## config.mk

```make
export PLATFORM = sky130hd
export DESIGN_NAME = shift_skip_param_exec
export DESIGN_NICKNAME = d
export VERILOG_FILES = /design/src/hdl/sse_pkg.sv /design/src/hdl/wdt_prescaler.sv /design/src/hdl/shift_skip_param_exec.sv
export SDC_FILE = /design/constraint.sdc
export NUM_CORES = 1
export LEC_CHECK = 0
export ABC_AREA = 1
export BUFFER_PORTS_ARGS = -buffer_cell sky130_fd_sc_hd__buf_2
export CAP_MARGIN = 20
export CELL_PAD_IN_SITES_DETAIL_PLACEMENT = 0
export CELL_PAD_IN_SITES_GLOBAL_PLACEMENT = 2
export CORE_UTILIZATION = 30
export DETAILED_ROUTE_END_ITERATION = 12
export HOLD_SLACK_MARGIN = 0.02
export PLACE_DENSITY_LB_ADDON = 0.1
export SYNTH_ARGS = -nofsm -noshare
export SYNTH_HDL_FRONTEND = slang
export SYNTH_SLANG_ARGS = --single-unit
export TNS_END_PERCENT = 30
```

## constraint.sdc

```tcl
create_clock -name i_clk -period 2.9 [get_ports i_clk]
set_input_delay 0.725 -clock i_clk [delete_from_list [all_inputs] [get_ports i_clk]]
set_output_delay 0.725 -clock i_clk [all_outputs]
set_load 0.005 [all_outputs]
```

## src/hdl/sse_pkg.sv

```systemverilog
// Purpose: Shared types and constants for the shift, skip and parameter-flag slice.
// Assumes: 16-bit instruction words, 7-bit data memory addresses, 11-bit program counter.
// Notes:   Avalon-MM word registers sit at byte offsets that are multiples of four.
package sse_pkg;

    // ------------------------------------------------------------------
    // Opcode prefixes
    // ------------------------------------------------------------------
    localparam logic [8:0]  OP_SHIFT_LEFT  = 9'h098;    // Bits 15..7
    localparam logic [8:0]  OP_SHIFT_RIGHT = 9'h09a;    // Bits 15..7
    localparam logic [8:0]  OP_SKIP_BIT0   = 9'h110;    // Bits 15..7
    localparam logic [8:0]  OP_SKIP_BIT1   = 9'h111;    // Bits 15..7
    localparam logic [8:0]  OP_SKIP_BIT2   = 9'h114;    // Bits 15..7
    localparam logic [11:0] OP_PARAM_FLAGS = 12'h0b0;   // Bits 15..4
    localparam int          PFLAG_WDT_SEL  = 3;         // Watchdog clock select bit

    // ------------------------------------------------------------------
    // Widths, divider counts and reset values
    // ------------------------------------------------------------------
    localparam int          PC_W          = 11;
    localparam int          DIV_W         = 15;
    localparam int          WDT_DIV_LONG  = 16384;      // Fosc/16384
    localparam int          WDT_DIV_SHORT = 1024;       // Plain default
    localparam logic [10:0] PC_RST        = 11'h000;
    localparam logic [3:0]  PFLAG_RST     = 4'h0;
    localparam logic        RUN_RST       = 1'b1;

    // ------------------------------------------------------------------
    // Register map (byte addresses) and status field positions
    // ------------------------------------------------------------------
    localparam logic [3:0]  REG_CTRL   = 4'h0;
    localparam logic [3:0]  REG_STATUS = 4'h4;
    localparam int          ST_PC_LSB  = 0;
    localparam int          ST_ACC_LSB = 11;
    localparam int          ST_CARRY   = 15;
    localparam int          ST_ZERO    = 16;
    localparam int          ST_PF_LSB  = 17;
    localparam int          ST_BUSY    = 21;

    // ------------------------------------------------------------------
    // Types
    // ------------------------------------------------------------------
    typedef enum logic [0:0] {
        ST_IDLE = 1'b0,
        ST_EXEC = 1'b1
    } exec_state_e;

    typedef struct packed {
        logic        read;
        logic        write;
        logic [3:0]  address;
        logic [3:0]  byteenable;
        logic [31:0] writedata;
    } av_req_s;

    typedef struct packed {
        logic [31:0] readdata;
        logic        waitrequest;
    } av_rsp_s;

    typedef struct packed {
        logic [6:0] addr;
        logic [3:0] wdata;
        logic       we;
    } mem_port_s;

    typedef struct packed {
        exec_state_e st;
        logic [15:0] instr;
        logic [10:0] pc;
        logic [3:0]  accumulator;
        logic        carry_flag;
        logic        zero_flag;
        logic [3:0]  pflags;
        logic        run;
        logic        ready;
        logic        done;
        mem_port_s   mem;
        av_rsp_s     av;
    } core_state_s;

    localparam core_state_s CORE_RST = '{
        st:          ST_IDLE,
        instr:       16'h0000,
        pc:          PC_RST,
        accumulator: 4'h0,
        carry_flag:  1'b0,
        zero_flag:   1'b0,
        pflags:      PFLAG_RST,
        run:         RUN_RST,
        ready:       RUN_RST,
        done:        1'b0,
        mem:         '{addr: 7'h00, wdata: 4'h0, we: 1'b0},
        av:          '{readdata: 32'h0000_0000, waitrequest: 1'b1}
    };

endpackage

```

## src/hdl/wdt_prescaler.sv

```systemverilog
// Purpose: Divides the core clock into a one-cycle watchdog tick enable.
// Assumes: Divisors are at least 2 and fit in the counter.
// Notes:   Changing the select restarts the count so no short tick appears.
`timescale 1ns/1ps
module wdt_prescaler #(
    parameter int DIV_LONG  = sse_pkg::WDT_DIV_LONG,   // Divisor when select high
    parameter int DIV_SHORT = sse_pkg::WDT_DIV_SHORT   // Divisor when select low
) (
    input  wire logic i_clk,       // Core clock
    input  wire logic i_srst,      // Synchronous reset, active high
    input  wire logic i_sel_long,  // Select long divisor
    output logic      o_tick       // One-cycle watchdog clock enable
);

    typedef struct packed {
        logic [sse_pkg::DIV_W-1:0] cnt;
        logic                      sel;
        logic                      tick;
    } div_state_s;

    div_state_s s_ff;
    div_state_s nxt_s;
    logic [sse_pkg::DIV_W-1:0] last;

    // Terminal count for the selected divisor
    assign last = s_ff.sel ? sse_pkg::DIV_W'(DIV_LONG - 1) : sse_pkg::DIV_W'(DIV_SHORT - 1);

    // Count and emit the tick on terminal count
    always_comb begin
        nxt_s      = s_ff;
        nxt_s.sel  = i_sel_long;
        nxt_s.tick = 1'b0;
        if (s_ff.sel != i_sel_long) begin
            nxt_s.cnt = '0;
        end else if (s_ff.cnt == last) begin
            nxt_s.cnt  = '0;
            nxt_s.tick = 1'b1;
        end else begin
            nxt_s.cnt = s_ff.cnt + sse_pkg::DIV_W'(1);
        end
    end

    // State register
    always_ff @(posedge i_clk) begin
        if (i_srst) begin
            s_ff <= '0;
        end else begin
            s_ff <= nxt_s;
        end
    end

    assign o_tick = s_ff.tick;

endmodule

```

## src/hdl/shift_skip_param_exec.sv

```systemverilog
// Purpose: Decodes and executes parameter-flag write, shifts via carry and bit-skip.
// Assumes: Data memory returns the nibble at o_mem.addr in the same clock that it is driven.
// Notes:   One machine cycle is two clocks: latch and address, then execute.
//
// Summary of operation
// RL1: Flag bit 3 set selects watchdog clock Fosc/16384
// RL2: Flag bits 0 to 2 are reserved
// RL3: Decode left shift prefix, one machine cycle
// RL4: Left shift: bit3 to carry, zero in
// RL5: Decode right shift prefix, one machine cycle
// RL6: Right shift: bit0 to carry, zero in
// RL7: Bit 0 set skips, PC plus two
// RL8: Bit 1 set skips, PC plus two
// RL9: Bit 2 set skips, PC plus two
// RL10: Program counter is eleven bits, wraps
// RL11: Shifts set zero flag; skips keep flags
//
// The placing of the registers and register access over Avalon-MM are this design's own decisions.
`timescale 1ns/1ps
module shift_skip_param_exec #(
    parameter int WDT_DIV_LONG  = sse_pkg::WDT_DIV_LONG,   // Long watchdog divisor
    parameter int WDT_DIV_SHORT = sse_pkg::WDT_DIV_SHORT   // Short watchdog divisor
) (
    input  wire logic               i_clk,          // Core clock, 250 MHz
    input  wire logic               i_srst,         // Synchronous reset, active high
    input  wire logic [15:0]        i_instr,        // Instruction word at o_pc
    input  wire logic               i_instr_valid,  // Instruction word present
    input  wire logic [3:0]         i_mem_rdata,    // Nibble at o_mem.addr
    input  wire sse_pkg::av_req_s   i_av,           // Avalon-MM request
    output sse_pkg::av_rsp_s        o_av,           // Avalon-MM response
    output sse_pkg::mem_port_s      o_mem,          // Data memory address and write
    output logic [10:0]             o_pc,           // Program counter
    output logic [3:0]              o_accumulator,  // Accumulator
    output logic                    o_carry_flag,   // Carry flag
    output logic                    o_zero_flag,    // Zero flag
    output logic [3:0]              o_pflags,       // Parameter flag word
    output logic                    o_ready,        // Ready to take an instruction
    output logic                    o_done,         // Instruction finished, one cycle
    output logic                    o_wdt_tick      // Watchdog clock enable pulse
);

    sse_pkg::core_state_s s_ff;
    sse_pkg::core_state_s nxt_s;

    // ------------------------------------------------------------------
    // Helper functions
    // ------------------------------------------------------------------

    // Zero test of a four-bit result
    function automatic logic is_zero(input logic [3:0] v);
        is_zero = (v == 4'h0);
    endfunction

    // Next program counter, plus one or plus two, wrapping in eleven bits
    function automatic logic [10:0] pc_step(input logic [10:0] pc, input logic skip);
        pc_step = skip ? pc + 11'h002 : pc + 11'h001; // RL10
    endfunction

    // Status word for the register bus
    function automatic logic [31:0] status_word(input sse_pkg::core_state_s s);
        status_word = 32'h0000_0000;
        status_word[sse_pkg::ST_PC_LSB +: sse_pkg::PC_W] = s.pc;
        status_word[sse_pkg::ST_ACC_LSB +: 4]            = s.accumulator;
        status_word[sse_pkg::ST_CARRY]                   = s.carry_flag;
        status_word[sse_pkg::ST_ZERO]                    = s.zero_flag;
        status_word[sse_pkg::ST_PF_LSB +: 4]             = s.pflags;
        status_word[sse_pkg::ST_BUSY]                    = (s.st == sse_pkg::ST_EXEC);
    endfunction

    // ------------------------------------------------------------------
    // Next-state logic
    // ------------------------------------------------------------------

    // Bus slave, instruction sequencing and execution
    always_comb begin
        logic [3:0] res;
        logic [8:0] op;
        res          = 4'h0;
        op           = s_ff.instr[15:7];
        nxt_s        = s_ff;
        nxt_s.done   = 1'b0;
        nxt_s.mem.we = 1'b0;

        // Avalon slave: answer one clock after the request is seen
        if ((i_av.read || i_av.write) && s_ff.av.waitrequest) begin
            nxt_s.av.waitrequest = 1'b0;
            if (i_av.read && i_av.address == sse_pkg::REG_CTRL) begin
                nxt_s.av.readdata = {31'h0000_0000, s_ff.run};
            end else if (i_av.read && i_av.address == sse_pkg::REG_STATUS) begin
                nxt_s.av.readdata = status_word(s_ff);
            end else begin
                nxt_s.av.readdata = 32'h0000_0000;
            end
        end else begin
            nxt_s.av.waitrequest = 1'b1;
        end

        // Write takes effect at the edge where waitrequest is seen low
        if (i_av.write && !s_ff.av.waitrequest && i_av.address == sse_pkg::REG_CTRL
                && i_av.byteenable[0]) begin
            nxt_s.run = i_av.writedata[0];
        end

        case (s_ff.st)
            sse_pkg::ST_IDLE: begin
                if (i_instr_valid && s_ff.run) begin
                    nxt_s.instr    = i_instr;
                    nxt_s.mem.addr = i_instr[6:0];
                    nxt_s.st       = sse_pkg::ST_EXEC;
                end
            end
            sse_pkg::ST_EXEC: begin
                nxt_s.st   = sse_pkg::ST_IDLE;
                nxt_s.done = 1'b1;
                nxt_s.pc   = pc_step(s_ff.pc, 1'b0);
                if (s_ff.instr[15:4] == sse_pkg::OP_PARAM_FLAGS) begin
                    nxt_s.pflags = s_ff.instr[3:0]; // RL1 RL2
                end else if (op == sse_pkg::OP_SHIFT_LEFT) begin // RL3
                    res               = {i_mem_rdata[2:0], 1'b0}; // RL4
                    nxt_s.carry_flag  = i_mem_rdata[3]; // RL4
                    nxt_s.zero_flag   = is_zero(res); // RL11
                    nxt_s.accumulator = res;
                    nxt_s.mem.wdata   = res;
                    nxt_s.mem.we      = 1'b1;
                end else if (op == sse_pkg::OP_SHIFT_RIGHT) begin // RL5
                    res               = {1'b0, i_mem_rdata[3:1]}; // RL6
                    nxt_s.carry_flag  = i_mem_rdata[0]; // RL6
                    nxt_s.zero_flag   = is_zero(res); // RL11
                    nxt_s.accumulator = res;
                    nxt_s.mem.wdata   = res;
                    nxt_s.mem.we      = 1'b1;
                end else if (op == sse_pkg::OP_SKIP_BIT0) begin
                    nxt_s.pc = pc_step(s_ff.pc, i_mem_rdata[0]); // RL7
                end else if (op == sse_pkg::OP_SKIP_BIT1) begin
                    nxt_s.pc = pc_step(s_ff.pc, i_mem_rdata[1]); // RL8
                end else if (op == sse_pkg::OP_SKIP_BIT2) begin
                    nxt_s.pc = pc_step(s_ff.pc, i_mem_rdata[2]); // RL9
                end
            end
            default: begin
                nxt_s.st = sse_pkg::ST_IDLE;
            end
        endcase

        nxt_s.ready = (nxt_s.st == sse_pkg::ST_IDLE) && nxt_s.run;
    end

    // ------------------------------------------------------------------
    // State register
    // ------------------------------------------------------------------

    // Whole block state in one register
    always_ff @(posedge i_clk) begin
        if (i_srst) begin
            s_ff <= sse_pkg::CORE_RST;
        end else begin
            s_ff <= nxt_s;
        end
    end

    // ------------------------------------------------------------------
    // Watchdog clock prescaler
    // ------------------------------------------------------------------

    // Flag bit 3 picks the long divisor
    wdt_prescaler #(
        .DIV_LONG  (WDT_DIV_LONG),
        .DIV_SHORT (WDT_DIV_SHORT)
    ) u_wdt_prescaler (
        .i_clk      (i_clk),
        .i_srst     (i_srst),
        .i_sel_long (s_ff.pflags[sse_pkg::PFLAG_WDT_SEL]), // RL1
        .o_tick     (o_wdt_tick)
    );

    // Outputs straight from the state register
    assign o_av          = s_ff.av;
    assign o_mem         = s_ff.mem;
    assign o_pc          = s_ff.pc;
    assign o_accumulator = s_ff.accumulator;
    assign o_carry_flag  = s_ff.carry_flag;
    assign o_zero_flag   = s_ff.zero_flag;
    assign o_pflags      = s_ff.pflags;
    assign o_ready       = s_ff.ready;
    assign o_done        = s_ff.done;

endmodule

```

=== Word level (Yosys, flattened, before mapping) ===
Cells that the tools add are included.

* Memory bits (writable): 0
* Register bits after elaboration: 103
* Memories kept: 0
* Latch bits: 0
* ROM bits: 0

* Eq/ne operators: 9
* Muxes and demuxes: 22
* Bitwise gates (word level): 3
* Reduce and logical (&&, ||, !) cells: 20
* Order comparisons: 0
* Shift-type cells: 0
* Add/sub/neg operators: 3
* Multiply operators: 0
* Divide/modulo/power cells: 0

{| class="wikitable"
|+ Operators by type and width
! kind !! count
|-
| $mux W11 || 8
|-
| $mux W22 || 2
|-
| $mux W17 || 2
|-
| $eq A9 B9 Y1 const B || 3
|-
| $eq A9 B8 Y1 const B || 2
|-
| $add A15 B1 Y15 const B || 1
|-
| $eq A15 B15 Y1 || 1
|-
| $mux W14 || 1
|-
| $eq A12 B8 Y1 const B || 1
|-
| $mux W6 || 2
|-
| $add A11 B1 Y11 const B || 1
|-
| $add A11 B2 Y11 const B || 1
|-
| $mux W5 || 2
|-
| $logic_and A1 B1 Y1 || 8
|-
| $logic_not A3 Y1 || 2
|-
| $reduce_or A3 Y1 || 2
|-
| $eq A4 B3 Y1 const B || 1
|-
| $logic_not A4 Y1 || 1
|-
| $mux W1 || 4
|-
| $reduce_and A2 Y1 || 2
|-
| $not A1 Y1 || 3
|-
| $reduce_and A3 Y1 || 1
|-
| $pmux W1 S2 || 1
|-
| $reduce_bool A2 Y1 || 1
|-
| 4 further kinds || 4
|}

=== Longest topological paths before layout ===
* Word-level depth: 8
* Mapped depth: 11
* Depth with buffers taken out: 11

=== By module ===
A second synthesis with hierarchy kept.

* Cell total of the unflattened synthesis: 593
* Area, all modules: 4376.7 um^2

{| class="wikitable"
|+ Modules (own cells, without submodules)
! module !! instances !! area an instance (um^2) !! cells an instance !! seq. area each (um^2)
|-
| shift_skip_param_exec || 1 || 3499.6 || 474 || 1361.3
|-
| wdt_prescaler || 1 || 877.1 || 119 || 340.3
|}

=== Worst setup path after synthesis ===
OpenSTA, ideal clock, no wires.

* Path kind: input -> register
* Start: input port i_av[41] in the netlist's numbering
* End: register s_ff (netlist bit o_av[11])
* Stages: 5
* Slack: 1.291 ns
* Setup time: 0.124 ns
* Data required time: 2.776 ns
* Arrival: 1.485 ns
* Cells stage by stage: o21ai_0 inv_1 nand2_1 buf_2 o21ai_0

* Word-level cells in the longest chain between the ends: 3

{| class="wikitable"
|+ RTL lines
! element !! RTL line !! source
|-
| from (decl) || shift_skip_param_exec.sv:29 || <nowiki>input wire sse_pkg::av_req_s i_av,</nowiki>
|-
| $logic_and A1 B1 Y1 || shift_skip_param_exec.sv:89 || <nowiki>end else if (i_av.read && i_av.address == sse_pkg::REG_STATUS) begin</nowiki>
|-
| $mux W22 || shift_skip_param_exec.sv:89 ||
|-
| $mux W22 || shift_skip_param_exec.sv:87 || <nowiki>if (i_av.read && i_av.address == sse_pkg::REG_CTRL) begin</nowiki>
|-
| to (signal assigned) || shift_skip_param_exec.sv:155 || <nowiki>s_ff <= sse_pkg::CORE_RST;</nowiki>
|-
| to (signal assigned) || shift_skip_param_exec.sv:157 || <nowiki>s_ff <= nxt_s;</nowiki>
|-
| to (decl) || shift_skip_param_exec.sv:42 || <nowiki>sse_pkg::core_state_s s_ff;</nowiki>
|}

Several ways; a longest one is shown, not always the timed one.
A chain may end at the register's enable or synchronous reset.

==> key figures <==
Pwr
  – Tot Pwr: 2.674 mW
  – Max VDD drop: 0.3308 mV
  – Static Leak: 2.137 nW
  – Power Dens Cells: 557.1 mW/mm^2

STA
  – Setup TNS: 0 ps
  – Hold slack: 463.6 ps
  – Pins over their slew limit: 0
  – Hold Vio Cnt, Final: 0
  – Relative slew slack: 0.4300
  – Final Cycle Share: 0.6596
  – Final Setup Violations: 0
  – Max Clock Skew: 7.667 ps
  – RSZ-0062 raised after global routing: no
  – Least-Margin Pin Slew: 853.0 ps
  – Crit path time final: 1913 ps
  – F_max: 522.8 MHz
  – Final worst slack: 987.2 ps

Global routing
  – Initial antenna violation count: 0
  – First-pass GRT wire length: 17.66 mm
  – Total Routing Usage GR: 0.1576
  – Vias in the first global route: 3381
  – GR Overflow Total: 0
  – Largest net degree at the start of global routing: 53

Critical path
  – R2R Setup Slk: 1140 ps
  – Critical Path Fanout Max: 22
  – Critical Path End Type: register
  – RR Endpoint: u_wdt_prescaler.s_ff[13]$_SDFF_PP0_
  – CP Data Arrival Time: 2110 ps
  – Type of the worst setup path: in2reg
  – Critical Path Source: i_srst
  – Crit path launch type: primary input
  – Reg2reg start: u_wdt_prescaler.s_ff[2]$_SDFF_PP0_
  – FF-to-FF path depth: 8
  – Crit path required time: 3100 ps

Placement
  – Final GP Congestion: 0.7362
  – DP Worst Slack: 555.3 ps
  – Port buffer count: 89
  – Detailed Place HPWL: 7.890 mm

Hold path
  – Worst Min Path Start: u_wdt_prescaler.s_ff[2]$_SDFF_PP0_
  – Hold EP: u_wdt_prescaler.s_ff[2]$_SDFF_PP0_
  – Hold Path Depth: 1
  – Hold WC Path Type: reg2reg

Clock network
  – CTS tree: built
  – # H-tree levels: 3
  – CTS Root Cell: clkbuf_16
  – Clock sink total: 85
  – Setup bufs post-CTS: 0
  – CTS Buf Count: 9
  – Max clock buf depth: 2
  – Clk_lat worst skew: 350 ps
  – Worst-path clk slew: 60 ps
  – CTS Hold Bufs: 0
  – # resized after CTS: 0

Drt
  – Met1 wire length: 5.433 mm
  – Routed vias/inst: 4.470
  – DR pass1 iterations: 4
  – Metal2 WL: 4.828 mm
  – Wire length on met3: 547 um
  – Drt initial violations: 163
  – DR WL/cell: 13.83 um
  – Vias: 3527
  – Routed Antenna Nets: 0
  – Residual DRC: 0
  – Total detailed-routing wirelength: 10.91 mm
  – Highest Signal Layer: met4

Floorplanning
  – Full die area: 0.01489 sq mm
  – Die Y-Extent: 122.0 um
  – Die W: 122.0 um
  – FP Rows: 43
  – Initial Util: 0.3090
  – Core Footprint: 0.01399 sq mm
  – Ports: 134

Logic synthesis
  – Top-count cell post-synth: nand2_1
  – Yosys reg bits: 85
  – Unique masters post-synth: 35
  – Syn Std Cell Area: 0.004323 sq mm
  – Main synth FF type: dfxtp_1
  – Post-synth top area share: 0.3936
  – Seq/Total Area, Yosys: 0.3936
  – Post-Syn Instances: 573
  – Post-synth EDFFs: 0
  – Area leader, netlist: dfxtp_1
  – Post-synth ARST share: 0
  – Largest cells by area after synthesis: dfxtp_1 39%, buf_4 11%, nand2_1 7.6%
  – Ys Warns: 0
  – Avg Cell Area, Syn: 7.544 sq um
  – Most common library cells after synthesis: 87 x nand2_1, 85 x dfxtp_1, 64 x buf_4

Run status
  – Status: finished, final reports clean

Final layout
  – Share of cells above drive strength 1: 0.2336
  – Layout net count: 671
  – Post-layout util: 0.3432
  – Synthesis-to-layout area growth: 11.06%

Run
  – Maxcap violations: 0
[where the power goes]
part	internal [mW]	switching (mW)
Sequential	1.21	0.0346
Clock	0.698	0.500
Combinational	0.0844	0.152
Total	1.99	0.687
[state kept, by name, indices dropped and copies added, names as in the netlist, 4 cells and up]
signal and flops:
o_pflags 4, o_pc 11, o_mem 4, s_ff 18
u_wdt_prescaler.s_ff 16, o_av 23, o_accumulator 4
[worst max-delay path by stage]
stage                     cells after the start               endpoint
final                                         4  o_av[11]$_SDFFE_PP0P_
after global routing                          4  o_av[17]$_SDFFE_PP0P_
after CTS                                     4  o_av[11]$_SDFFE_PP0P_
after detailed placement                      4  o_av[20]$_SDFFE_PP0P_
after global placement                        4  o_av[19]$_SDFFE_PP0P_
after floorplan                               5  o_av[11]$_SDFFE_PP0P_
[cell families (layout without fill, tap and decap cells)]
family / after synthesis / count (layout) / share of synthesized area
AND/OR/NAND/NOR: 226 / 226 / 0.2460
flip-flops: 85 / 85 / 0.3936
XOR/XNOR: 24 / 24 / 0.04863
AO/OA/AOI/OAI: 89 / 89 / 0.1146
buffers and inverters: 145 / 171 / 0.1876
adder cells (fa/ha/maj): 3 / 3 / 0.008684
other: 1 / 11 / 0.0008675
[per-stage QoR]
step / instances / cell area (sq um)
6_report: 789 / 4801
5_1_grt: 788 / 4798
4_1_cts: 788 / 4798
3_5_place_dp: 772 / 4488
3_3_place_gp: 772 / 4488
2_1_floorplan: 582 / 4357
[final cells by class]
type	count	area [sq um]
clock buffers	10	239.0
multi-input cells	352	1844
fillers	1550	9188
repair buffers	95	490.5
well taps	180	225.2
diodes	1	2.502
flip-flops and latches	85	1702
inverters	60	226.5
clock inverters	6	71.32
[per-layer routing]
layer,GRT usage,vias to the layer above
met3,0.04635,7
met2,0.2415,68
met1,0.2135,1610
li1,-,1842
met5,0,-
met4,0.04167,0
[critical path, stage by stage]
cell      delay [ps]
buf_2            360
clkinv_1         160
nand2_1          660
o21ai_0          200
[cells in the final DEF (no fill, tap or decap), types with 2 or more instances in the layout]
| cell type | n |
|---|---|
| nand2_2 | 2 |
| o31ai_1 | 11 |
| ha_1 | 3 |
| nand3_1 | 47 |
| a21oi_1 | 31 |
| o21ai_0 | 41 |
| clkbuf_16 | 9 |
| clkinv_4 | 2 |
| buf_2 | 89 |
| inv_2 | 5 |
| xnor2_1 | 3 |
| nand4_1 | 11 |
| inv_1 | 53 |
| clkinv_2 | 2 |
| nor2_2 | 13 |
| nor3_1 | 15 |
| o211ai_1 | 2 |
| nand2_1 | 87 |
| dfxtp_1 | 85 |
| nand3_2 | 3 |
| xor2_1 | 21 |
| buf_4 | 6 |
| conb_1 | 10 |
| nor3_2 | 2 |
| nor2_1 | 41 |
(Power assumes the default switching activity.)
